## src/inc/bf_pkg.sv

```systemverilog
// constants, field layout and state codes of the breaker-failure supervision block
package bf_pkg;
  localparam int unsigned CLK_HZ        = 125_000_000;
  localparam int unsigned SUP_TIME_MS   = 100;
  localparam int unsigned SUP_TIME_CYC  = SUP_TIME_MS * (CLK_HZ / 1000);
  localparam int unsigned CUR_W         = 16;
  localparam int unsigned SYNC_N        = 4;

  localparam logic [7:0] OFF_CTRL   = 8'h00;
  localparam logic [7:0] OFF_TIME   = 8'h04;
  localparam logic [7:0] OFF_THRESH = 8'h08;
  localparam logic [7:0] OFF_STATUS = 8'h0C;
  localparam logic [7:0] OFF_ACK    = 8'h10;
  localparam logic [7:0] OFF_REMAIN = 8'h14;

  localparam int unsigned CTRL_SCHEME_LSB = 0;
  localparam int unsigned CTRL_SRC_LSB    = 2;
  localparam int unsigned ST_STATE_LSB    = 0;
  localparam int unsigned ST_TRIP_BIT     = 2;
  localparam int unsigned ST_LOCK_BIT     = 3;
  localparam int unsigned ST_TRIG_BIT     = 4;
  localparam int unsigned ST_OPEN_BIT     = 5;
  localparam int unsigned ACK_BIT         = 0;

  typedef enum logic [1:0] {
    CURRENT_SCHEME  = 2'h0,
    POSITION_SCHEME = 2'h1,
    COMBINED_SCHEME = 2'h2
  } scheme_t;

  typedef enum logic [1:0] {
    SRC_ANY_ASSIGNED      = 2'h0,
    SRC_EXTERNAL_ASSIGNED = 2'h1,
    SRC_OVERCURRENT       = 2'h2,
    SRC_NONE              = 2'h3
  } trig_src_t;

  typedef enum logic [1:0] {
    ST_STANDBY  = 2'h0,
    ST_RUNNING  = 2'h1,
    ST_TRIPPED  = 2'h3,
    ST_REJECTED = 2'h2
  } state_t;

  localparam logic [1:0]       RST_SCHEME = 2'h0;
  localparam logic [1:0]       RST_SRC    = 2'h0;
  localparam logic [CUR_W-1:0] RST_THRESH = 16'h0100;
endpackage

```

## src/inc/sup_if.sv

```systemverilog
// carrier between the supervision controller, trigger selector and timer
`timescale 1ns/100ps
interface sup_if;
  logic        trig;
  logic        pos_open;
  logic [1:0]  src_sel;
  logic        start;
  logic        run;
  logic [31:0] sup_time;
  logic        expired;
  logic [31:0] remain;

  modport sel   (input src_sel, output trig, pos_open);
  modport timer (input start, run, sup_time, output expired, remain);
  modport ctrl  (input trig, pos_open, expired, remain,
                 output src_sel, start, run, sup_time);
endinterface

```

## src/breaker_failure_top.sv

```systemverilog
// breaker-failure supervision: APB registers, state machine and lockout
// Notes on behaviour
// [RULE1] selected trigger starts supervision timer
// [RULE2] timer keeps running after trigger drops
// [RULE3] expiry before opening issues breaker-failure trip
// [RULE4] detected opening stops timer without trip
// [RULE5] current scheme: opened when current below threshold
// [RULE6] position scheme: opened when indicator shows open
// [RULE7] combined: fail only if current high, not open
// [RULE8] opening with trigger still active enters rejected
// [RULE9] rejected holds while trigger stays asserted
// [RULE10] all triggers low returns to stand-by
// [RULE11] lockout rises together with the trip
// [RULE12] lockout latched until operator acknowledge
// [RULE13] three extra triggers start regardless of source
// [RULE14] any-assigned source: every assigned trip starts
// [RULE15] external source: only external trips start
// [RULE16] overcurrent source: only current trips start
// [RULE17] no source: only extra triggers start
// [RULE18] configured supervision time exceeds total clearing time
// [RULE19] low current with breaker open: no pickup
// [RULE20] trigger is OR of selected trips, extras
// [RULE21] trip held until triggers drop, then stand-by
//
// Local design decisions: the APB slave port and the address map.
`timescale 1ns/100ps
module breaker_failure_top #(
  parameter logic [31:0] DEF_SUP_TIME_CYC = 32'(bf_pkg::SUP_TIME_CYC)
) (
  input  wire logic                     core_clk_i,         // system clock, 125 MHz
  input  wire logic                     sys_rst_i,          // sync reset, active high
  input  wire logic                     psel,               // apb select
  input  wire logic                     penable,            // apb access phase
  input  wire logic                     pwrite,             // apb write
  input  wire logic [7:0]               paddr,              // apb byte address
  input  wire logic [31:0]              pwdata,             // apb write data
  output logic                          pready,             // apb ready
  output logic [31:0]                   prdata,             // apb read data
  output logic                          pslverr,            // apb error, unmapped
  input  wire logic                     trip_ext_i,         // external trip command
  input  wire logic                     trip_oc_i,          // overcurrent trip command
  input  wire logic                     trip_other_i,       // other assigned trip
  input  wire logic                     extra_trigger_a_i,  // extra trigger a (pin)
  input  wire logic                     extra_trigger_b_i,  // extra trigger b (pin)
  input  wire logic                     extra_trigger_c_i,  // extra trigger c (pin)
  input  wire logic                     pos_open_i,         // breaker open (pin)
  input  wire logic [bf_pkg::CUR_W-1:0] current_i,          // measured current
  output logic                          breaker_failure_o,  // backup trip
  output logic                          lockout_o           // latched close inhibit
);
  sup_if sif ();

  bf_pkg::state_t              state;
  bf_pkg::state_t              next_state;
  logic [1:0]                  scheme;
  logic [1:0]                  src_sel;
  logic [31:0]                 supervision_time;
  logic [bf_pkg::CUR_W-1:0]    failure_current_threshold;
  logic                        lockout;
  logic                        trip;
  logic [31:0]                 rd_data;

  logic                        setup_ph;
  logic                        access_ph;
  logic                        wr_en;
  logic                        hit_ctrl;
  logic                        hit_time;
  logic                        hit_thresh;
  logic                        hit_status;
  logic                        hit_ack;
  logic                        hit_remain;
  logic                        mapped;
  logic                        ack_wr;
  logic                        cur_low;
  logic                        opened;
  logic                        no_pickup;
  logic                        start;
  logic                        enter_trip;

  bf_trigger_sel u_trig (
    .core_clk_i        (core_clk_i),
    .sys_rst_i         (sys_rst_i),
    .trip_ext_i        (trip_ext_i),
    .trip_oc_i         (trip_oc_i),
    .trip_other_i      (trip_other_i),
    .extra_trigger_a_i (extra_trigger_a_i),
    .extra_trigger_b_i (extra_trigger_b_i),
    .extra_trigger_c_i (extra_trigger_c_i),
    .pos_open_i        (pos_open_i),
    .sif               (sif.sel)
  );

  bf_sup_timer u_tmr (
    .core_clk_i (core_clk_i),
    .sys_rst_i  (sys_rst_i),
    .sif        (sif.timer)
  );

  // one compare shared by every register select
  function automatic logic reg_hit(input logic [7:0] addr, input logic [7:0] offset);
    return (addr == offset);
  endfunction

  // ---- apb slave: zero wait states, read data captured in setup phase
  assign setup_ph   = psel && !penable;
  assign access_ph  = psel && penable;
  assign hit_ctrl   = reg_hit(paddr, bf_pkg::OFF_CTRL);
  assign hit_time   = reg_hit(paddr, bf_pkg::OFF_TIME);
  assign hit_thresh = reg_hit(paddr, bf_pkg::OFF_THRESH);
  assign hit_status = reg_hit(paddr, bf_pkg::OFF_STATUS);
  assign hit_ack    = reg_hit(paddr, bf_pkg::OFF_ACK);
  assign hit_remain = reg_hit(paddr, bf_pkg::OFF_REMAIN);
  assign mapped     = hit_ctrl | hit_time | hit_thresh | hit_status | hit_ack | hit_remain;
  assign wr_en      = access_ph && pwrite && mapped;
  assign pready     = access_ph;
  assign pslverr    = access_ph && !mapped;
  assign ack_wr     = wr_en && hit_ack && pwdata[bf_pkg::ACK_BIT];  // [RULE12]

  assign rd_data =
    hit_ctrl   ? {28'h0, src_sel, scheme} :
    hit_time   ? supervision_time :
    hit_thresh ? {16'h0, failure_current_threshold} :
    hit_status ? {26'h0, opened, sif.trig, lockout, trip, state} :
    hit_remain ? sif.remain :
    32'h0;

  always_ff @(posedge core_clk_i) begin
    if (sys_rst_i) begin
      prdata <= 32'h0;
    end else if (setup_ph && !pwrite) begin
      prdata <= rd_data;
    end
  end

  // RULE18 is the configurer's: a time shorter than clearing time gives false trips
  always_ff @(posedge core_clk_i) begin
    if (sys_rst_i) begin
      scheme                    <= bf_pkg::RST_SCHEME;
      src_sel                   <= bf_pkg::RST_SRC;
      supervision_time          <= DEF_SUP_TIME_CYC;
      failure_current_threshold <= bf_pkg::RST_THRESH;
    end else if (wr_en) begin
      if (hit_ctrl) begin
        scheme  <= pwdata[bf_pkg::CTRL_SCHEME_LSB +: 2];
        src_sel <= pwdata[bf_pkg::CTRL_SRC_LSB +: 2];
      end
      if (hit_time) begin
        supervision_time <= pwdata;  // [RULE18]
      end
      if (hit_thresh) begin
        failure_current_threshold <= pwdata[bf_pkg::CUR_W-1:0];
      end
    end
  end

  // ---- opening detection per scheme
  assign cur_low = (current_i < failure_current_threshold);               // [RULE5]
  // an unused scheme code behaves as the combined one, the most cautious stop
  assign opened =
    (scheme == bf_pkg::CURRENT_SCHEME)  ? cur_low :                        // [RULE5]
    (scheme == bf_pkg::POSITION_SCHEME) ? sif.pos_open :                   // [RULE6]
    (cur_low || sif.pos_open);                                             // [RULE7]
  assign no_pickup = cur_low && sif.pos_open;                              // [RULE19]

  assign sif.src_sel  = src_sel;
  assign sif.sup_time = supervision_time;
  assign sif.run      = (state == bf_pkg::ST_RUNNING);
  assign start        = (state == bf_pkg::ST_STANDBY) && sif.trig && !no_pickup;  // [RULE1]
  assign sif.start    = start;
  assign enter_trip   = (state == bf_pkg::ST_RUNNING) && !opened && sif.expired;  // [RULE3]

  // ---- supervision state machine
  always_comb begin
    next_state = state;
    unique case (state)
      bf_pkg::ST_STANDBY: begin
        if (start) begin
          next_state = bf_pkg::ST_RUNNING;                                 // [RULE1]
        end else if (sif.trig) begin
          next_state = bf_pkg::ST_REJECTED;                                // [RULE19]
        end
      end
      bf_pkg::ST_RUNNING: begin
        // the trigger only picks rejected or stand-by on an opening: a dropped trigger keeps timing
        if (opened) begin
          next_state = sif.trig ? bf_pkg::ST_REJECTED : bf_pkg::ST_STANDBY;  // [RULE4] [RULE8]
        end else if (sif.expired) begin
          next_state = bf_pkg::ST_TRIPPED;                                 // [RULE2] [RULE3]
        end
      end
      bf_pkg::ST_TRIPPED: begin
        if (!sif.trig) begin
          next_state = bf_pkg::ST_STANDBY;                                 // [RULE21]
        end
      end
      bf_pkg::ST_REJECTED: begin
        if (!sif.trig) begin
          next_state = bf_pkg::ST_STANDBY;                                 // [RULE9] [RULE10]
        end
      end
    endcase
  end

  always_ff @(posedge core_clk_i) begin
    if (sys_rst_i) begin
      state   <= bf_pkg::ST_STANDBY;
      trip    <= 1'b0;
      lockout <= 1'b0;
    end else begin
      state <= next_state;
      trip  <= (next_state == bf_pkg::ST_TRIPPED);                         // [RULE3] [RULE21]
      // set wins over an acknowledge in the same cycle
      if (enter_trip) begin
        lockout <= 1'b1;                                                   // [RULE11]
      end else if (ack_wr) begin
        lockout <= 1'b0;                                                   // [RULE12]
      end
    end
  end

  assign breaker_failure_o = trip;
  assign lockout_o         = lockout;
endmodule // breaker_failure_top

```

## src/bf_trigger_sel.sv

```systemverilog
// trigger-source selection and pin synchronisers for extra triggers and position
`timescale 1ns/100ps
module bf_trigger_sel (
  input  wire logic core_clk_i,         // system clock
  input  wire logic sys_rst_i,          // sync reset, active high
  input  wire logic trip_ext_i,         // external trip assigned to breaker
  input  wire logic trip_oc_i,          // overcurrent trip assigned to breaker
  input  wire logic trip_other_i,       // any other assigned trip
  input  wire logic extra_trigger_a_i,  // extra trigger pin a
  input  wire logic extra_trigger_b_i,  // extra trigger pin b
  input  wire logic extra_trigger_c_i,  // extra trigger pin c
  input  wire logic pos_open_i,         // breaker open indicator pin
  sup_if.sel        sif                 // to the controller
);
  logic [bf_pkg::SYNC_N-1:0] pin_in;
  logic [bf_pkg::SYNC_N-1:0] filt;
  logic                      any_assigned_trip;
  logic                      external_assigned_trip;
  logic                      overcurrent_assigned_trip;
  logic                      chosen;
  logic                      extra_any;

  assign pin_in = {pos_open_i, extra_trigger_c_i, extra_trigger_b_i, extra_trigger_a_i};

  // the filt stage after s3 only settles a value once s2 and s3 agree, so a single
  // metastable sample never reaches the state machine
  for (genvar g = 0; g < bf_pkg::SYNC_N; g++) begin : g_sync
    logic s1, s2, s3;
    always_ff @(posedge core_clk_i) begin
      if (sys_rst_i) begin
        s1      <= 1'b0;
        s2      <= 1'b0;
        s3      <= 1'b0;
        filt[g] <= 1'b0;
      end else begin
        s1 <= pin_in[g];
        s2 <= s1;
        s3 <= s2;
        if (s2 == s3) begin
          filt[g] <= s3;
        end
      end
    end
  end

  assign any_assigned_trip         = trip_ext_i | trip_oc_i | trip_other_i;  // [RULE14]
  assign external_assigned_trip    = trip_ext_i;                             // [RULE15]
  assign overcurrent_assigned_trip = trip_oc_i;                              // [RULE16]
  assign chosen = (sif.src_sel == bf_pkg::SRC_ANY_ASSIGNED)      ? any_assigned_trip :
                  (sif.src_sel == bf_pkg::SRC_EXTERNAL_ASSIGNED) ? external_assigned_trip :
                  (sif.src_sel == bf_pkg::SRC_OVERCURRENT)       ? overcurrent_assigned_trip :
                  1'b0;                                                      // [RULE17]
  assign extra_any = |filt[2:0];
  assign sif.trig     = chosen | extra_any;                                  // [RULE13] [RULE20]
  assign sif.pos_open = filt[3];
endmodule // bf_trigger_sel

```

## src/bf_sup_timer.sv

```systemverilog
// down-counting supervision timer
`timescale 1ns/100ps
module bf_sup_timer (
  input  wire logic core_clk_i,  // system clock
  input  wire logic sys_rst_i,   // sync reset, active high
  sup_if.timer      sif          // from the controller
);
  logic [31:0] remain;
  logic [31:0] load_val;

  // a zero time still gives one cycle of supervision
  assign load_val    = (sif.sup_time == 32'h0) ? 32'h1 : sif.sup_time;
  assign sif.remain  = remain;
  assign sif.expired = sif.run && (remain <= 32'h1);  // [RULE3]

  always_ff @(posedge core_clk_i) begin
    if (sys_rst_i) begin
      remain <= 32'h0;
    end else if (sif.start) begin
      remain <= load_val;  // [RULE1]
    end else if (sif.run && remain != 32'h0) begin
      remain <= remain - 32'h1;
    end
  end
endmodule // bf_sup_timer

```

## config.mk

```make
export PLATFORM = sky130hd
export DESIGN_NAME = breaker_failure_top
export DESIGN_NICKNAME = d
export VERILOG_FILES = /design/src/inc/bf_pkg.sv /design/src/inc/sup_if.sv /design/src/breaker_failure_top.sv /design/src/bf_trigger_sel.sv /design/src/bf_sup_timer.sv
export SDC_FILE = /design/constraint.sdc
export NUM_CORES = 1
export LEC_CHECK = 0
export BUFFER_PORTS_ARGS = -buffer_cell sky130_fd_sc_hd__clkbuf_2
export CAP_MARGIN = 20
export CORE_UTILIZATION = 50
export DETAILED_ROUTE_END_ITERATION = 10
export PLACE_DENSITY = 0.77
export SLEW_MARGIN = 20
export SYNTH_ARGS = -nofsm -noshare
export SYNTH_HDL_FRONTEND = slang
export SYNTH_HIERARCHICAL = 1
export SYNTH_SLANG_ARGS = --single-unit
```

## constraint.sdc

```tcl
create_clock -name core_clk_i -period 8.7 [get_ports core_clk_i]
set_input_delay 0.87 -clock core_clk_i [delete_from_list [all_inputs] [get_ports core_clk_i]]
set_output_delay 0.87 -clock core_clk_i [all_outputs]
set_load 0.05 [all_outputs]
```

==> flow_summary.ini <==
[sta]
hold_viol_final = 0
fin_crit_sh = 0.5378
tightest_slew_ns = 1.046
finalWorstSetupSlack_ns = 4.021
rsz0062_at_grt = no
drv_slew = 0
fin_tns_setup_ns = 0
finClkSkew_ns = 0.008361
slew_headroom = 0.3026
fin_crit_ns = 4.679
fmax_ghz = 0.2137
finalSetupViolCount = 0

[global_routing]
grt_pass1_wl_mm = 30.62
grt_max_degree = 75
antenna_found_initial = 0
grt_overflow = 0
grt_use_total = 0.2712
grt_pass1_vias = 6084

[clocking]
ctsHoldBuffers = 0
tritoncts = yes
cts_buffer_depth = 2
path_clk_slew_ns = 0.06
clockRootBuffer = clkbuf_16
postCtsSetupRepairBufs = 0
clock_latency_ns = 0.42
post_cts.resized_instances = 0
cts_made_buffers = 17
htree_levels = 4
numClockSinks = 136

[die]
fp.dieW_um = 119.9
ios = 104
initial_utilization = 0.5185
fp.dieH_um = 119.9
row_count = 42
dieArea_sq_mm = 0.01437
core_area_sq_mm = 0.01340

[critical_path]
critPathMaxFanout = 29
worstPathRequired_ns = 9.00
cpMostUsedCell = nand2_1
worstSetupEndpointType = register
cp_slowest_cell = and3b_1
path_cells = clkbuf_2 -> ha_1 -> nand4_2 -> nor3_2 -> or4b_4 -> and3_1 -> nand2_1 -> and3b_1 -> clkinv_1 -> buf_4 -> nand2_1 -> nor2_1 -> a21oi_1 -> o21ai_0
regToRegSetupSlack_ns = 4.10
cp-start-kind = input port
max_stage_delay_ns = 0.83
crit_type = in -> reg
critPathArrivalTime_ns = 4.98

[synthesis]
synth_top_cell_area_share = 0.3919
synth_common_cells = nand2_1, dfxtp_1, a21oi_1
synth_seq_cells = 136
synthCells = 846
ys.warnings.count = 6
synth_edf_count = 0
syn_nets = 931
synth_flop_cell = dfxtp_1
yosysSeqAreaShare = 0.3919
netlist_area_sq_mm = 0.006948
synth.most_common_cell = nand2_1
yosysUniqueCellTypes = 72
synth_area_per_cell_sq_um = 8.213
netlist_top_cells_area = dfxtp_1, nand2_1, a21oi_1
async_flop_share = 0
yosysTopAreaCell = dfxtp_1

[detailed_routing]
wl_met3_mm = 1.417
vias_per_cell = 6.119
num_vias = 6780
top_layer = met4
wl_met2_mm = 8.832
drtIter0Drc = 624
postRouteAntennaNets = 0
drt-met1-wl_mm = 8.417
detail_route.first_pass.iterations = 5
drc = 0
routed_wl_mm = 19.12
drt-wirelength-per-cell_um = 17.25

[layout]
ff_latch_area_sq_mm = 0.002723
area_growth_pct = 16.91
fillers = 1188
n_antenna_cell = 0
drive_gt1_frac = 0.2167
nNetsFinal = 1004
final_area_sq_mm = 0.008123
multi_input_area_sq_mm = 0.003896

[pwr]
power_mw = 1.717
peakVddDrop_v = 0.0001602
p_leak_nw = 3.053
p_per_area_mw_per_mm2 = 211.4

[place]
portBuffers = 103
placed_area_sq_mm = 0.007516
post-place-ws_ns = 3.687
dp_hpwl_mm = 13.04
gp_congestion = 0.8995

[run_status]
status = complete, no violations

[run]
drv_cap = 0

[min_path]
hold_path.class = reg -> reg
## worst paths after layout
check,startpoint,to,cells after the start
worst min-delay path,u_trig/g_sync[0].s1,u_trig/g_sync[0].s2,1
worst max register to register,failure_current_threshold[15],u_tmr/sif.remain[29],14
worst min register to register,u_trig/g_sync[0].s1,u_trig/g_sync[0].s2,1
worst max-delay path,current_i[15],u_tmr/sif.remain[29],14
## layer usage
| metal | GRT usage | vias up |
|---|---|---|
| met5 | 0 | - |
| met4 | 0.1125 | 0 |
| met3 | 0.05181 | 33 |
| met2 | 0.4285 | 297 |
| met1 | 0.3619 | 3225 |
| li1 | - | 3225 |
## power breakdown
part,total (mW),internal [mW],switching [mW]
sequential,0.695,0.652,0.0424
combinational,0.295,0.108,0.187
clock,0.728,0.453,0.275
## stage by stage
step	hold WS [ns]	std cells	utilization
after floorplan	0.4138	846	-
after global placement	0.4254	1075	0.5598
after detailed placement	0.4253	1076	0.5609
after CTS	0.4442	1108	0.6057
after global routing	0.4692	1108	0.6062
final	0.4433	1108	0.6062
## cell families (layout without fill, tap and decap cells)
group                    count (synthesis)  count (layout)  synth area share
AND/OR/NAND/NOR                        375             375            0.2770
AO/OA/AOI/OAI                          194             194            0.1880
flip-flops                             136             136            0.3919
buffers and inverters                   84             170           0.05060
multiplexers                            37              37           0.05817
adder cells (fa/ha/maj)                 17              17           0.03061
XOR/XNOR                                 3               3          0.003782
## state kept, by name (all words and copies together) (netlist names), 2 cells and up
register and count:
prdata 32, sif.sup_time 32, u_tmr/sif.remain 32, failure_current_threshold 16, u_trig/g_sync.s1 4, u_trig/g_sync.s2 4, u_trig/g_sync.s3 4, u_trig/filt 3
scheme 2, sif.src_sel 2, state 2
## worst max-delay path: cells and delay by family
kind | cells | cell delay (ns)
simple gates | 8 | 2.22
buf+inv | 3 | 1.30
fa+ha+maj | 1 | 0.31
compound gates | 2 | 0.25
## layout make-up
type | count | share of cell area
clock buffer | 22 | 0.05961
clock inverter | 10 | 0.01433
inverter | 28 | 0.01294
multi-input combinational | 626 | 0.4797
sequential | 136 | 0.3352
tap | 176 | 0.02711
timing repair buffer | 110 | 0.07116
## cells in the final DEF, fill, tap and decap left out, types with 16 or more instances in the layout
master     netlist  routed
inv_1           27      27
o21ai_0         20      20
clkbuf_16        0      17
mux2_2          27      27
clkbuf_2         0     102
nor2_1          52      51
nor3_1          29      29
a21oi_1         78      78
ha_1            17      17
nand2_1        150     150
a311oi_1        16      16
dfxtp_1        136     136
nor4_1          18      18
nand3b_1        17      17
nand3_1         22      22
Power figures use the tool's default switching activity.
